### src/core/asrp_defs.svh
// timing constants for the static memory port controller
`ifndef ASRP_DEFS_SVH
`define ASRP_DEFS_SVH
// clock period in ns
`define ASRP_CLK_NS 100
// read cycle time, ns
`define ASRP_T_RC_NS 15
// chip enable to end of write, ns
`define ASRP_T_CW_NS 13
// write pulse width, ns
`define ASRP_T_WP_NS 13
// write enable to output in high z, ns
`define ASRP_T_HZWE_NS 10
// deselect margin before retention, ns
`define ASRP_T_CDR_NS 0
// derived cycle counts, least times round up, at least one
`define ASRP_RC_CYC ((`ASRP_T_RC_NS + `ASRP_CLK_NS - 1) / `ASRP_CLK_NS)
`define ASRP_CW_CYC ((`ASRP_T_CW_NS + `ASRP_CLK_NS - 1) / `ASRP_CLK_NS)
`define ASRP_WP_CYC ((`ASRP_T_WP_NS + `ASRP_CLK_NS - 1) / `ASRP_CLK_NS)
// bus turnaround after strobe fall before driving data
`define ASRP_HZ_CYC ((`ASRP_T_HZWE_NS + `ASRP_CLK_NS - 1) / `ASRP_CLK_NS)
`endif

### src/core/asrp_pkg.sv
// types for the static memory port controller
package asrp_pkg;
  // controller states, one-hot
  typedef enum logic [5:0] {
    ASRP_IDLE = 6'h01,
    ASRP_RSEL = 6'h02,
    ASRP_RWAIT = 6'h04,
    ASRP_WSEL = 6'h08,
    ASRP_WSTRB = 6'h10,
    ASRP_RECOV = 6'h20
  } asrp_state_e;
endpackage : asrp_pkg

### src/core/asrp_ctrl.sv
// host-side controller driving a 16k x 4 asynchronous static memory
//
// Notes on behaviour
// - write: select and strobe low, data driven
// - read: select low, strobe high, memory drives
// - strobe stays high through every read
// - address valid no later than select
// - deselect before retention, wait read cycle
// - select held 13 ns before write end
`timescale 1ns/1ps
`include "asrp_defs.svh"

module asrp_ctrl #(
  parameter int ADDR_W = 14, // fourteen address lines
  parameter int DATA_W = 4   // four data lines
) (
  input wire logic core_clk_in,
  input wire logic rstn_in,
  input wire logic req_valid_in,                 // request strobe
  input wire logic req_write_in,                 // 1 write, 0 read
  input wire logic [ADDR_W-1:0] req_addr_in,     // word address
  input wire logic [DATA_W-1:0] req_wdata_in,    // write data
  input wire logic retain_req_in,                // ask for data retention
  output logic req_ready_out,                    // idle and may take request
  output logic rsp_valid_out,                    // read data valid pulse
  output logic [DATA_W-1:0] rsp_rdata_out,       // read data
  output logic retain_ok_out,                    // memory deselected for retention
  output logic [ADDR_W-1:0] mem_addr_out,        // address lines, low to high
  output logic mem_sel_n_out,                    // active-low select
  output logic mem_we_n_out,                     // active-low write strobe
  output logic [DATA_W-1:0] mem_dq_out,          // data lines, out value
  output logic mem_dq_oe_out,                    // data lines, drive enable
  input wire logic [DATA_W-1:0] mem_dq_in        // data lines, in value
);
  import asrp_pkg::*;

  localparam logic [3:0] RC_CYC = 4'(`ASRP_RC_CYC);
  localparam logic [3:0] WP_CYC = 4'(`ASRP_WP_CYC);
  localparam logic [3:0] HZ_CYC = 4'(`ASRP_HZ_CYC);

  // ----------------------------------------
  // state record
  // ----------------------------------------
  typedef struct packed {
    asrp_state_e st;            // sequencer state
    logic [3:0] cnt;            // cycle counter
    logic ready;                // request ready
    logic rsp_valid;            // read answer pulse
    logic [DATA_W-1:0] rdata;   // read answer data
    logic retain_ok;            // retention allowed
    logic [ADDR_W-1:0] addr;    // address pins
    logic sel_n;                // select pin
    logic we_n;                 // strobe pin
    logic [DATA_W-1:0] dq;      // data pin value
    logic dq_oe;                // data pin enable
  } asrp_regs_s;

  asrp_regs_s state_reg;
  asrp_regs_s state_next;

  // ----------------------------------------
  // next-state logic
  // ----------------------------------------
  // sequencer for read, write and retention
  always_comb
  begin
    state_next = state_reg;
    state_next.rsp_valid = 1'b0;
    unique case (state_reg.st)
      ASRP_IDLE:
      begin
        if (retain_req_in)
        begin
          state_next.sel_n = 1'b1;
          state_next.retain_ok = 1'b1;
          state_next.ready = 1'b0;
        end
        else if (state_reg.retain_ok)
        begin
          // wait one read cycle after return
          state_next.retain_ok = 1'b0;
          state_next.cnt = RC_CYC;
          state_next.st = ASRP_RECOV;
        end
        else if (req_valid_in)
        begin
          state_next.addr = req_addr_in;
          state_next.dq = req_wdata_in;
          state_next.ready = 1'b0;
          state_next.st = req_write_in ? ASRP_WSEL : ASRP_RSEL;
        end
      end
      ASRP_RSEL:
      begin
        state_next.sel_n = 1'b0;
        state_next.we_n = 1'b1;
        state_next.cnt = RC_CYC;
        state_next.st = ASRP_RWAIT;
      end
      ASRP_RWAIT:
      begin
        if (state_reg.cnt == 4'h1)
        begin
          state_next.rdata = mem_dq_in;
          state_next.rsp_valid = 1'b1;
          state_next.sel_n = 1'b1;
          state_next.ready = 1'b1;
          state_next.st = ASRP_IDLE;
        end
        else
        begin
          state_next.cnt = state_reg.cnt - 4'h1;
        end
      end
      ASRP_WSEL:
      begin
        state_next.sel_n = 1'b0;
        state_next.we_n = 1'b0;
        state_next.cnt = HZ_CYC + WP_CYC;
        state_next.st = ASRP_WSTRB;
      end
      ASRP_WSTRB:
      begin
        // drive data only after release time
        if (state_reg.cnt == WP_CYC + 4'h1)
        begin
          state_next.dq_oe = 1'b1;
        end
        if (state_reg.cnt == 4'h1)
        begin
          // strobe and select end the write together
          // data stays driven one more cycle as hold, memory already floats
          state_next.we_n = 1'b1;
          state_next.sel_n = 1'b1;
          state_next.st = ASRP_RECOV;
          state_next.cnt = 4'h1;
        end
        else
        begin
          state_next.cnt = state_reg.cnt - 4'h1;
        end
      end
      ASRP_RECOV:
      begin
        // release select and data, then ready
        state_next.sel_n = 1'b1;
        state_next.dq_oe = 1'b0;
        if (state_reg.cnt == 4'h1)
        begin
          state_next.ready = 1'b1;
          state_next.st = ASRP_IDLE;
        end
        else
        begin
          state_next.cnt = state_reg.cnt - 4'h1;
        end
      end
      default:
      begin
        state_next.st = ASRP_IDLE;
      end
    endcase
  end

  // ----------------------------------------
  // registers
  // ----------------------------------------
  // synchronous active-low reset
  always_ff @(posedge core_clk_in)
  begin
    if (!rstn_in)
    begin
      state_reg <= '{st: ASRP_IDLE, cnt: 4'h0, ready: 1'b1, rsp_valid: 1'b0, rdata: '0,
                     retain_ok: 1'b0, addr: '0, sel_n: 1'b1, we_n: 1'b1, dq: '0, dq_oe: 1'b0};
    end
    else
    begin
      state_reg <= state_next;
    end
  end

  // outputs straight from flops
  assign req_ready_out = state_reg.ready;
  assign rsp_valid_out = state_reg.rsp_valid;
  assign rsp_rdata_out = state_reg.rdata;
  assign retain_ok_out = state_reg.retain_ok;
  assign mem_addr_out = state_reg.addr;
  assign mem_sel_n_out = state_reg.sel_n;
  assign mem_we_n_out = state_reg.we_n;
  assign mem_dq_out = state_reg.dq;
  assign mem_dq_oe_out = state_reg.dq_oe;

  // ----------------------------------------
  // assertions
  // ----------------------------------------
  // strobe high in reads
  read_strobe_a: assert property (@(posedge core_clk_in) disable iff (!rstn_in)
    (state_reg.st == ASRP_RWAIT) |-> state_reg.we_n)
    else $error("strobe low during read");
  // never drive against a reading memory
  write_drive_a: assert property (@(posedge core_clk_in) disable iff (!rstn_in)
    state_reg.dq_oe |-> (state_reg.sel_n || !state_reg.we_n))
    else $error("data driven while memory reads");
  write_data_a: assert property (@(posedge core_clk_in) disable iff (!rstn_in)
    $rose(state_reg.we_n) |-> (state_reg.dq_oe && $past(state_reg.dq_oe)))
    else $error("write ended without data driven");
  addr_stable_a: assert property (@(posedge core_clk_in) disable iff (!rstn_in)
    (!state_reg.sel_n && !$past(state_reg.sel_n)) |-> $stable(state_reg.addr))
    else $error("address moved while selected");
  sel_hold_a: assert property (@(posedge core_clk_in) disable iff (!rstn_in)
    $rose(state_reg.we_n) |-> $past(!state_reg.sel_n))
    else $error("select dropped before write end");
  retain_desel_a: assert property (@(posedge core_clk_in) disable iff (!rstn_in)
    state_reg.retain_ok |-> state_reg.sel_n)
    else $error("selected during retention");
  read_answer_a: assert property (@(posedge core_clk_in) disable iff (!rstn_in)
    (state_reg.st == ASRP_RSEL) |-> ##[1:3] state_reg.rsp_valid)
    else $error("read answer late");
endmodule : asrp_ctrl

### config.mk
export PLATFORM = sky130hd
export DESIGN_NAME = asrp_ctrl
export DESIGN_NICKNAME = d
export VERILOG_FILES = /design/src/core/asrp_pkg.sv /design/src/core/asrp_ctrl.sv
export VERILOG_INCLUDE_DIRS = /design/src /design/src/core
export SDC_FILE = /design/constraint.sdc
export NUM_CORES = 1
export LEC_CHECK = 0
export BUFFER_PORTS_ARGS = -buffer_cell sky130_fd_sc_hd__buf_2
export CAP_MARGIN = 20
export CORE_UTILIZATION = 50
export CTS_BUF_LIST = sky130_fd_sc_hd__clkbuf_16
export DETAILED_ROUTE_END_ITERATION = 10
export GPL_ROUTABILITY_DRIVEN = 0
export MAX_ROUTING_LAYER = met4
export PLACE_DENSITY = 0.76
export SLEW_MARGIN = 20
export SYNTH_ARGS = -nofsm -noshare
export SYNTH_HDL_FRONTEND = slang
export SYNTH_SLANG_ARGS = --single-unit
### constraint.sdc
create_clock -name core_clk_in -period 2.1 [get_ports core_clk_in]
set_input_delay 0.63 -clock core_clk_in [delete_from_list [all_inputs] [get_ports core_clk_in]]
set_output_delay 0.63 -clock core_clk_in [all_outputs]
set_load 0.005 [all_outputs]
==> flow_summary.toml, run 1 <==
[sta]
timing_hold_violations_final = 0
finalCritPeriodShare_pct = 92.2
maxSlewHeadroom_pct = 63.0
min_period_ns = 1.94
setup_violations = 0
tightest_slew_ns = 0.554
rsz0062_at_grt = "no"
tns_ns = 0
fmax_mhz = 517
slew_violations = 0
skew_ns = 0.00510
holdWs_ns = 0.450

[clocking]
cts_root_buffer = "clkbuf_16"
cts_resized = 0
cts_tree = "built"
cts.clk_slew.worst_paths_ns = 0.06
cts_buffers = 5
htree_levels = 2
cts.sinks = 38
post_cts_buffers = 0
clockBufferDepth = 2
clock_latency_ns = 0.28
cts_hold_buf = 0

[power]
irDropWorstVdd_v = 0.000476
powerDensity_mw_per_mm2 = 1070
cellLeakagePower_nw = 1.06

[hold_path]
hp-start = "mem_addr_out[11]"
worstHoldPathType = "reg2reg"

[finish]
area_delta_synth_final_pct = 12.9
final_cell_mix = "54 x buf_2, 38 x dfxtp_1, 33 x nand2_1"
largest_reg_flops = 14
diodes = 0
nets = 300
stdcell_area_sq_mm = 0.00239
drive_gt1_share_pct = 35.4
mostFrequentLayoutCell = "buf_2"
stdcell_count = 321
final_core_util_pct = 59.3

[critical_path]
required_ns = 2.28
worst-path-max-fanout = 5
criticalPathCategory = "reg2reg"
cp-start-kind = "register"
cp-end-kind = "register"
r2r-start = "state_reg[29]"
worstPathArrival_ns = 2.11
critPathLaunch = "state_reg[29]"

[synthesis]
syn_nets = 267
syn_inst = 237
yosysUniqueCellTypes = 55
async_reset_ff_share_pct = 0
syn_avg_cell_area_sq_um = 8.93
synth-edff-count = 0
synth_area_sq_mm = 0.00212
yosys_warnings = 0
synth_top_flop_cell = "dfxtp_1"
synth_seq_cells = 38
synth-seq-area-share_pct = 35.9

[die]
die_h_um = 67.1
die_area_sq_mm = 0.00450
rows = 23
start_util_pct = 52.5
io_pins = 55
core-area_sq_mm = 0.00403
die_w_um = 67.1

[grt]
antenna_found_initial = 0
grt_max_degree = 39
grt_usage_pct = 20.6
grt_pass1_wl_um = 6640
gr-total-overflow = 0
grt_pass1_vias = 1514

[drt]
drc = 0
routedWlPerCell_um = 12.8
drt_iter0_drc = 42
ant_nets = 0
vias_per_cell = 5.22
drt_pass1_iterations = 4
wl_um = 4120
vias = 1675

[status]
status = "completed"

[placed_design]
hpwl_um = 2920
port_buffers = 54
placed_area_sq_mm = 0.00225
place_inst = 313

[flow_run]
cap_viol_max_count = 0
cell families after synthesis:
logic type / synth area share [%]
AOI/OAI and AO/OA: 18.9
muxes: 2.36
and+or+nand+nor: 25.7
adders and majority gates: 1.77
DFF: 35.9
xor gates and xnor gates: 2.07
buffers and inverters: 13.2
synth_stat cells, drive strengths merged, types with 2 or more instances:
library cell   n  area, sq um
nand2         43          186
dfxtp         38          761
buf           30          235
a21boi        20          184
nor2          12         47.6
nor2b          9         63.8
o21ai          9         45.0
inv            7         26.3
a21oi          5         25.0
clkbuf         5         18.8
mux2i          5         50.1
nor3           5         25.0
xor2           5         43.8
and3           3         18.8
ha             3         37.5
nand3          3         27.5
nor4           3         33.8
nor4b          3         47.5
a32oi          2         17.5
nor3b          2         15.0
o21a           2         15.0
o22ai          2         18.8
or2            2         12.5
report_power, final:
| group | total (W) | internal, W | switching (W) |
|---|---|---|---|
| combinational | 0.000912 | 0.000402 | 0.000510 |
| sequential | 0.000926 | 0.000823 | 0.000103 |
| clock | 0.000721 | 0.000433 | 0.000288 |
| total | 0.00256 | 0.00166 | 0.000900 |
routing by layer:
layer / global-route usage (%) / wire length [um]
met4: 9.04 / 50
met5: - / 0
met1: 22.5 / 1800
met2: 33.4 / 1980
met3: 7.53 / 280
worst max-delay path, cell delays in order (launching register included):
cell and delay (ns):
dfxtp_1 0.33, inv_1 0.08, ha_1 0.15, or3b_2 0.51
a32oi_1 0.34, or2_0 0.15, a31oi_1 0.08, o21a_1 0.19
area by class of cell:
cell class | count | area [sq um]
clock buffer | 5 | 125
clock inverter | 3 | 16.3
fill | 379 | 1640
inverter | 7 | 26.3
multi-input combinational | 157 | 1080
sequential | 38 | 761
tap | 50 | 62.6
timing repair buffer | 61 | 323
final timing paths:
check / slack (ns) / depth (start not counted) / to
max: 0.16 / 7 / state_reg[30]
min: 0.45 / 2 / mem_addr_out[11]
max reg2reg: 0.16 / 7 / state_reg[30]
min reg2reg: 0.45 / 2 / mem_addr_out[11]
metrics by stage:
step                      total power (W)  setup WS (ns)
after detailed placement          0.00185          0.167
after CTS                         0.00258          0.166
after global routing              0.00274         0.0125
after global placement            0.00184          0.231
final                             0.00256          0.165
after floorplan                   0.00168          0.332
Power figures use the tool's default switching activity.
==> run 2: changes to the inputs <==
--- a/config.mk
+++ b/config.mk
@@ -6,14 +6,15 @@
 export SDC_FILE = /design/constraint.sdc
 export NUM_CORES = 1
 export LEC_CHECK = 0
+export ABC_AREA = 1
 export BUFFER_PORTS_ARGS = -buffer_cell sky130_fd_sc_hd__buf_2
 export CAP_MARGIN = 20
-export CORE_UTILIZATION = 50
+export CORE_UTILIZATION = 40
 export CTS_BUF_LIST = sky130_fd_sc_hd__clkbuf_16
 export DETAILED_ROUTE_END_ITERATION = 10
 export GPL_ROUTABILITY_DRIVEN = 0
+export GPL_TIMING_DRIVEN = 0
 export MAX_ROUTING_LAYER = met4
-export PLACE_DENSITY = 0.76
 export SLEW_MARGIN = 20
 export SYNTH_ARGS = -nofsm -noshare
 export SYNTH_HDL_FRONTEND = slang
==> run 2 against run 1 <==
Wire length is 7.8% lower. Global-route usage is 3.9 points lower. Via count is 1.7% lower. Clock power is 2% lower. Non-clock buffer count is 20 higher. Synthesized cell count is 6.8% higher. Critical endpoint unchanged. Largest power group is now combinational logic.
==> flow_summary.toml, run 2 <==
[finish]
largest_reg_flops = 14
final_cell_mix = "65 x nor2_1, 55 x buf_2, 38 x dfxtp_1"
num-fill-cells = 467
drive_gt1_share_pct = 32.2
diodes = 0
nets = 344
area_delta_synth_final_pct = 25.5
mostFrequentLayoutCell = "nor2_1"

[drt]
vias_per_cell = 4.50
drt_iter0_drc = 47
ant_nets = 0
drc = 0
routedWlPerCell_um = 10.4
wl_um = 3800
drt_pass1_iterations = 4
vias = 1647

[clocking]
cts_hold_buf = 0
cts_root_buffer = "clkbuf_16"
clockBufferDepth = 2
cts.clk_slew.worst_paths_ns = 0.06
post_cts_buffers = 0
cts_tree = "built"
clock_latency_ns = 0.28
cts_buffers = 5
htree_levels = 2
cts.sinks = 38
cts_resized = 0

[synthesis]
syn_inst = 253
synth_seq_cells = 38
synth_top_area_share_pct = 41.2
synth-seq-area-share_pct = 41.2
synth_area_leaders = "dfxtp_1 41%, nor2_1 13%, buf_4 8.9%"
synth_top_flop_cell = "dfxtp_1"
synth-edff-count = 0
synth_largest_area_cell = "dfxtp_1"
yosysUniqueCellTypes = 27
synth_area_sq_mm = 0.00185
yosys_warnings = 0
syn_avg_cell_area_sq_um = 7.30
async_reset_ff_share_pct = 0
syn_nets = 283
synthTopCellsByCount = "65 x nor2_1, 38 x dfxtp_1, 35 x nand2_1, 22 x buf_4, 20 x o21ai_1"
synth_most_common_cell = "nor2_1"

[sta]
min_period_ns = 1.65
maxSlewHeadroom_pct = 68.9
rsz0062_at_grt = "no"
tns_ns = 0
slew_violations = 0
setup_violations = 0
skew_ns = 0.00559
finalCritPeriodShare_pct = 78.7
timing_hold_violations_final = 0
tightest_slew_ns = 0.466
fmax_mhz = 605

[status]
status = "completed"

[grt]
grt_pass1_wl_um = 6220
gr-total-overflow = 0
antenna_found_initial = 0
grt_pass1_vias = 1416
grt_max_degree = 12
grt_usage_pct = 16.8

[critical_path]
path_buf_inv = 0
critPathMaxStageDelay_ns = 0.40
criticalPathCategory = "reg2reg"
cp-start-kind = "register"
r2r-start = "state_reg[37]"
cp_cell_sequence = "nor2_4 -> nand3_1 -> nand2_1 -> nor2_1 -> nand2_1 -> nand2_1 -> nand2_1 -> nand2_1 -> nor2_1"
cp-end-kind = "register"
worst-path-max-fanout = 6
required_ns = 2.27
worstPathArrival_ns = 1.82
critPathLaunch = "state_reg[37]"
cp_top_family = "simple AND/OR/NAND/NOR gates"
path_common_cell = "nand2_1"
crit_slowest_cell = "dfxtp_1"

[power]
power.switching_w = 0.00111
power_w = 0.00296
p_int_w = 0.00185
comb_power_share_pct = 42.3
switching_share_pct = 37.5
p_seq_share_pct = 33.9
p_clk_share_pct = 23.9
irDropWorstVdd_v = 0.000654
powerDensity_mw_per_mm2 = 1280
cellLeakagePower_nw = 1.20

[placed_design]
port_buffers = 54
hpwl_um = 2830

[hold_path]
worstHoldPathType = "reg2reg"
hp-start = "req_ready_out"

[die]
rows = 24
die_h_um = 70.0
io_pins = 55
start_util_pct = 42.2
core-area_sq_mm = 0.00438
die_w_um = 70.0
die_area_sq_mm = 0.00490

[flow_run]
cap_viol_max_count = 0
==> run 2: worst paths after layout <==
kind	to	slack (ns)	cells after the start
max reg2reg	state_reg[30]	0.45	9
min	req_ready_out	0.47	2
min reg2reg	req_ready_out	0.47	2
max	state_reg[30]	0.45	9
==> run 2: power groups by stage <==
stage          sequential [W]  clock (W)  combinational [W]
2_1_floorplan         0.00100          0           0.000985
3_3_place_gp          0.00101          0            0.00126
3_5_place_dp          0.00102          0            0.00126
4_1_cts               0.00100   0.000730            0.00126
5_1_grt               0.00103   0.000763            0.00141
6_report              0.00100   0.000707            0.00125
==> run 2: through the flow <==
stage	instances	hold WS [ns]	utilization (%)	cell area, sq um	setup slack [ns]
finish	366	0.466	52.9	2320	0.448
floorplan	253	0.451	-	1850	0.683
global route	366	0.484	52.9	2320	0.274
global placement	359	0.439	49.8	2180	0.444
CTS	366	0.471	52.9	2320	0.425
detailed placement	359	0.440	49.8	2180	0.455
==> run 2: cells by family after synthesis <==
| group | count (synthesis) | share of synthesized area [%] |
|---|---|---|
| simple gates | 132 | 32.8 |
| xor+xnor | 1 | 0.474 |
| buf+inv | 47 | 14.7 |
| fa+ha+maj | 3 | 2.03 |
| flops | 38 | 41.2 |
| compound gates | 32 | 8.80 |
==> run 2: layout make-up <==
cell class,count,area (sq um),share of cell area [%]
well taps,52,65.1,2.81
multi-input cells,168,816,35.2
inverters,20,78.8,3.40
repair buffers,54,270,11.7
flip-flops and latches,38,761,32.8
plain buffers,27,193,8.31
clock buffers,5,125,5.40
clock inverters,2,10.0,0.432
==> run 2: routing by layer <==
layer  vias up  GRT usage, %  routed length, um
met5         -             -                  0
met4         0          7.33                 33
met3         4          6.20                222
met2        34          26.2               1750
met1       704          19.3               1790
li1        905             -                  -
==> run 2: worst min-delay path: cells and delay by family, from the launching register on <==
kind | cells | cell delay, ns
AO/OA/AOI/OAI | 1 | 0.06
flip-flops | 1 | 0.32
AND/OR/NAND/NOR | 1 | 0.05
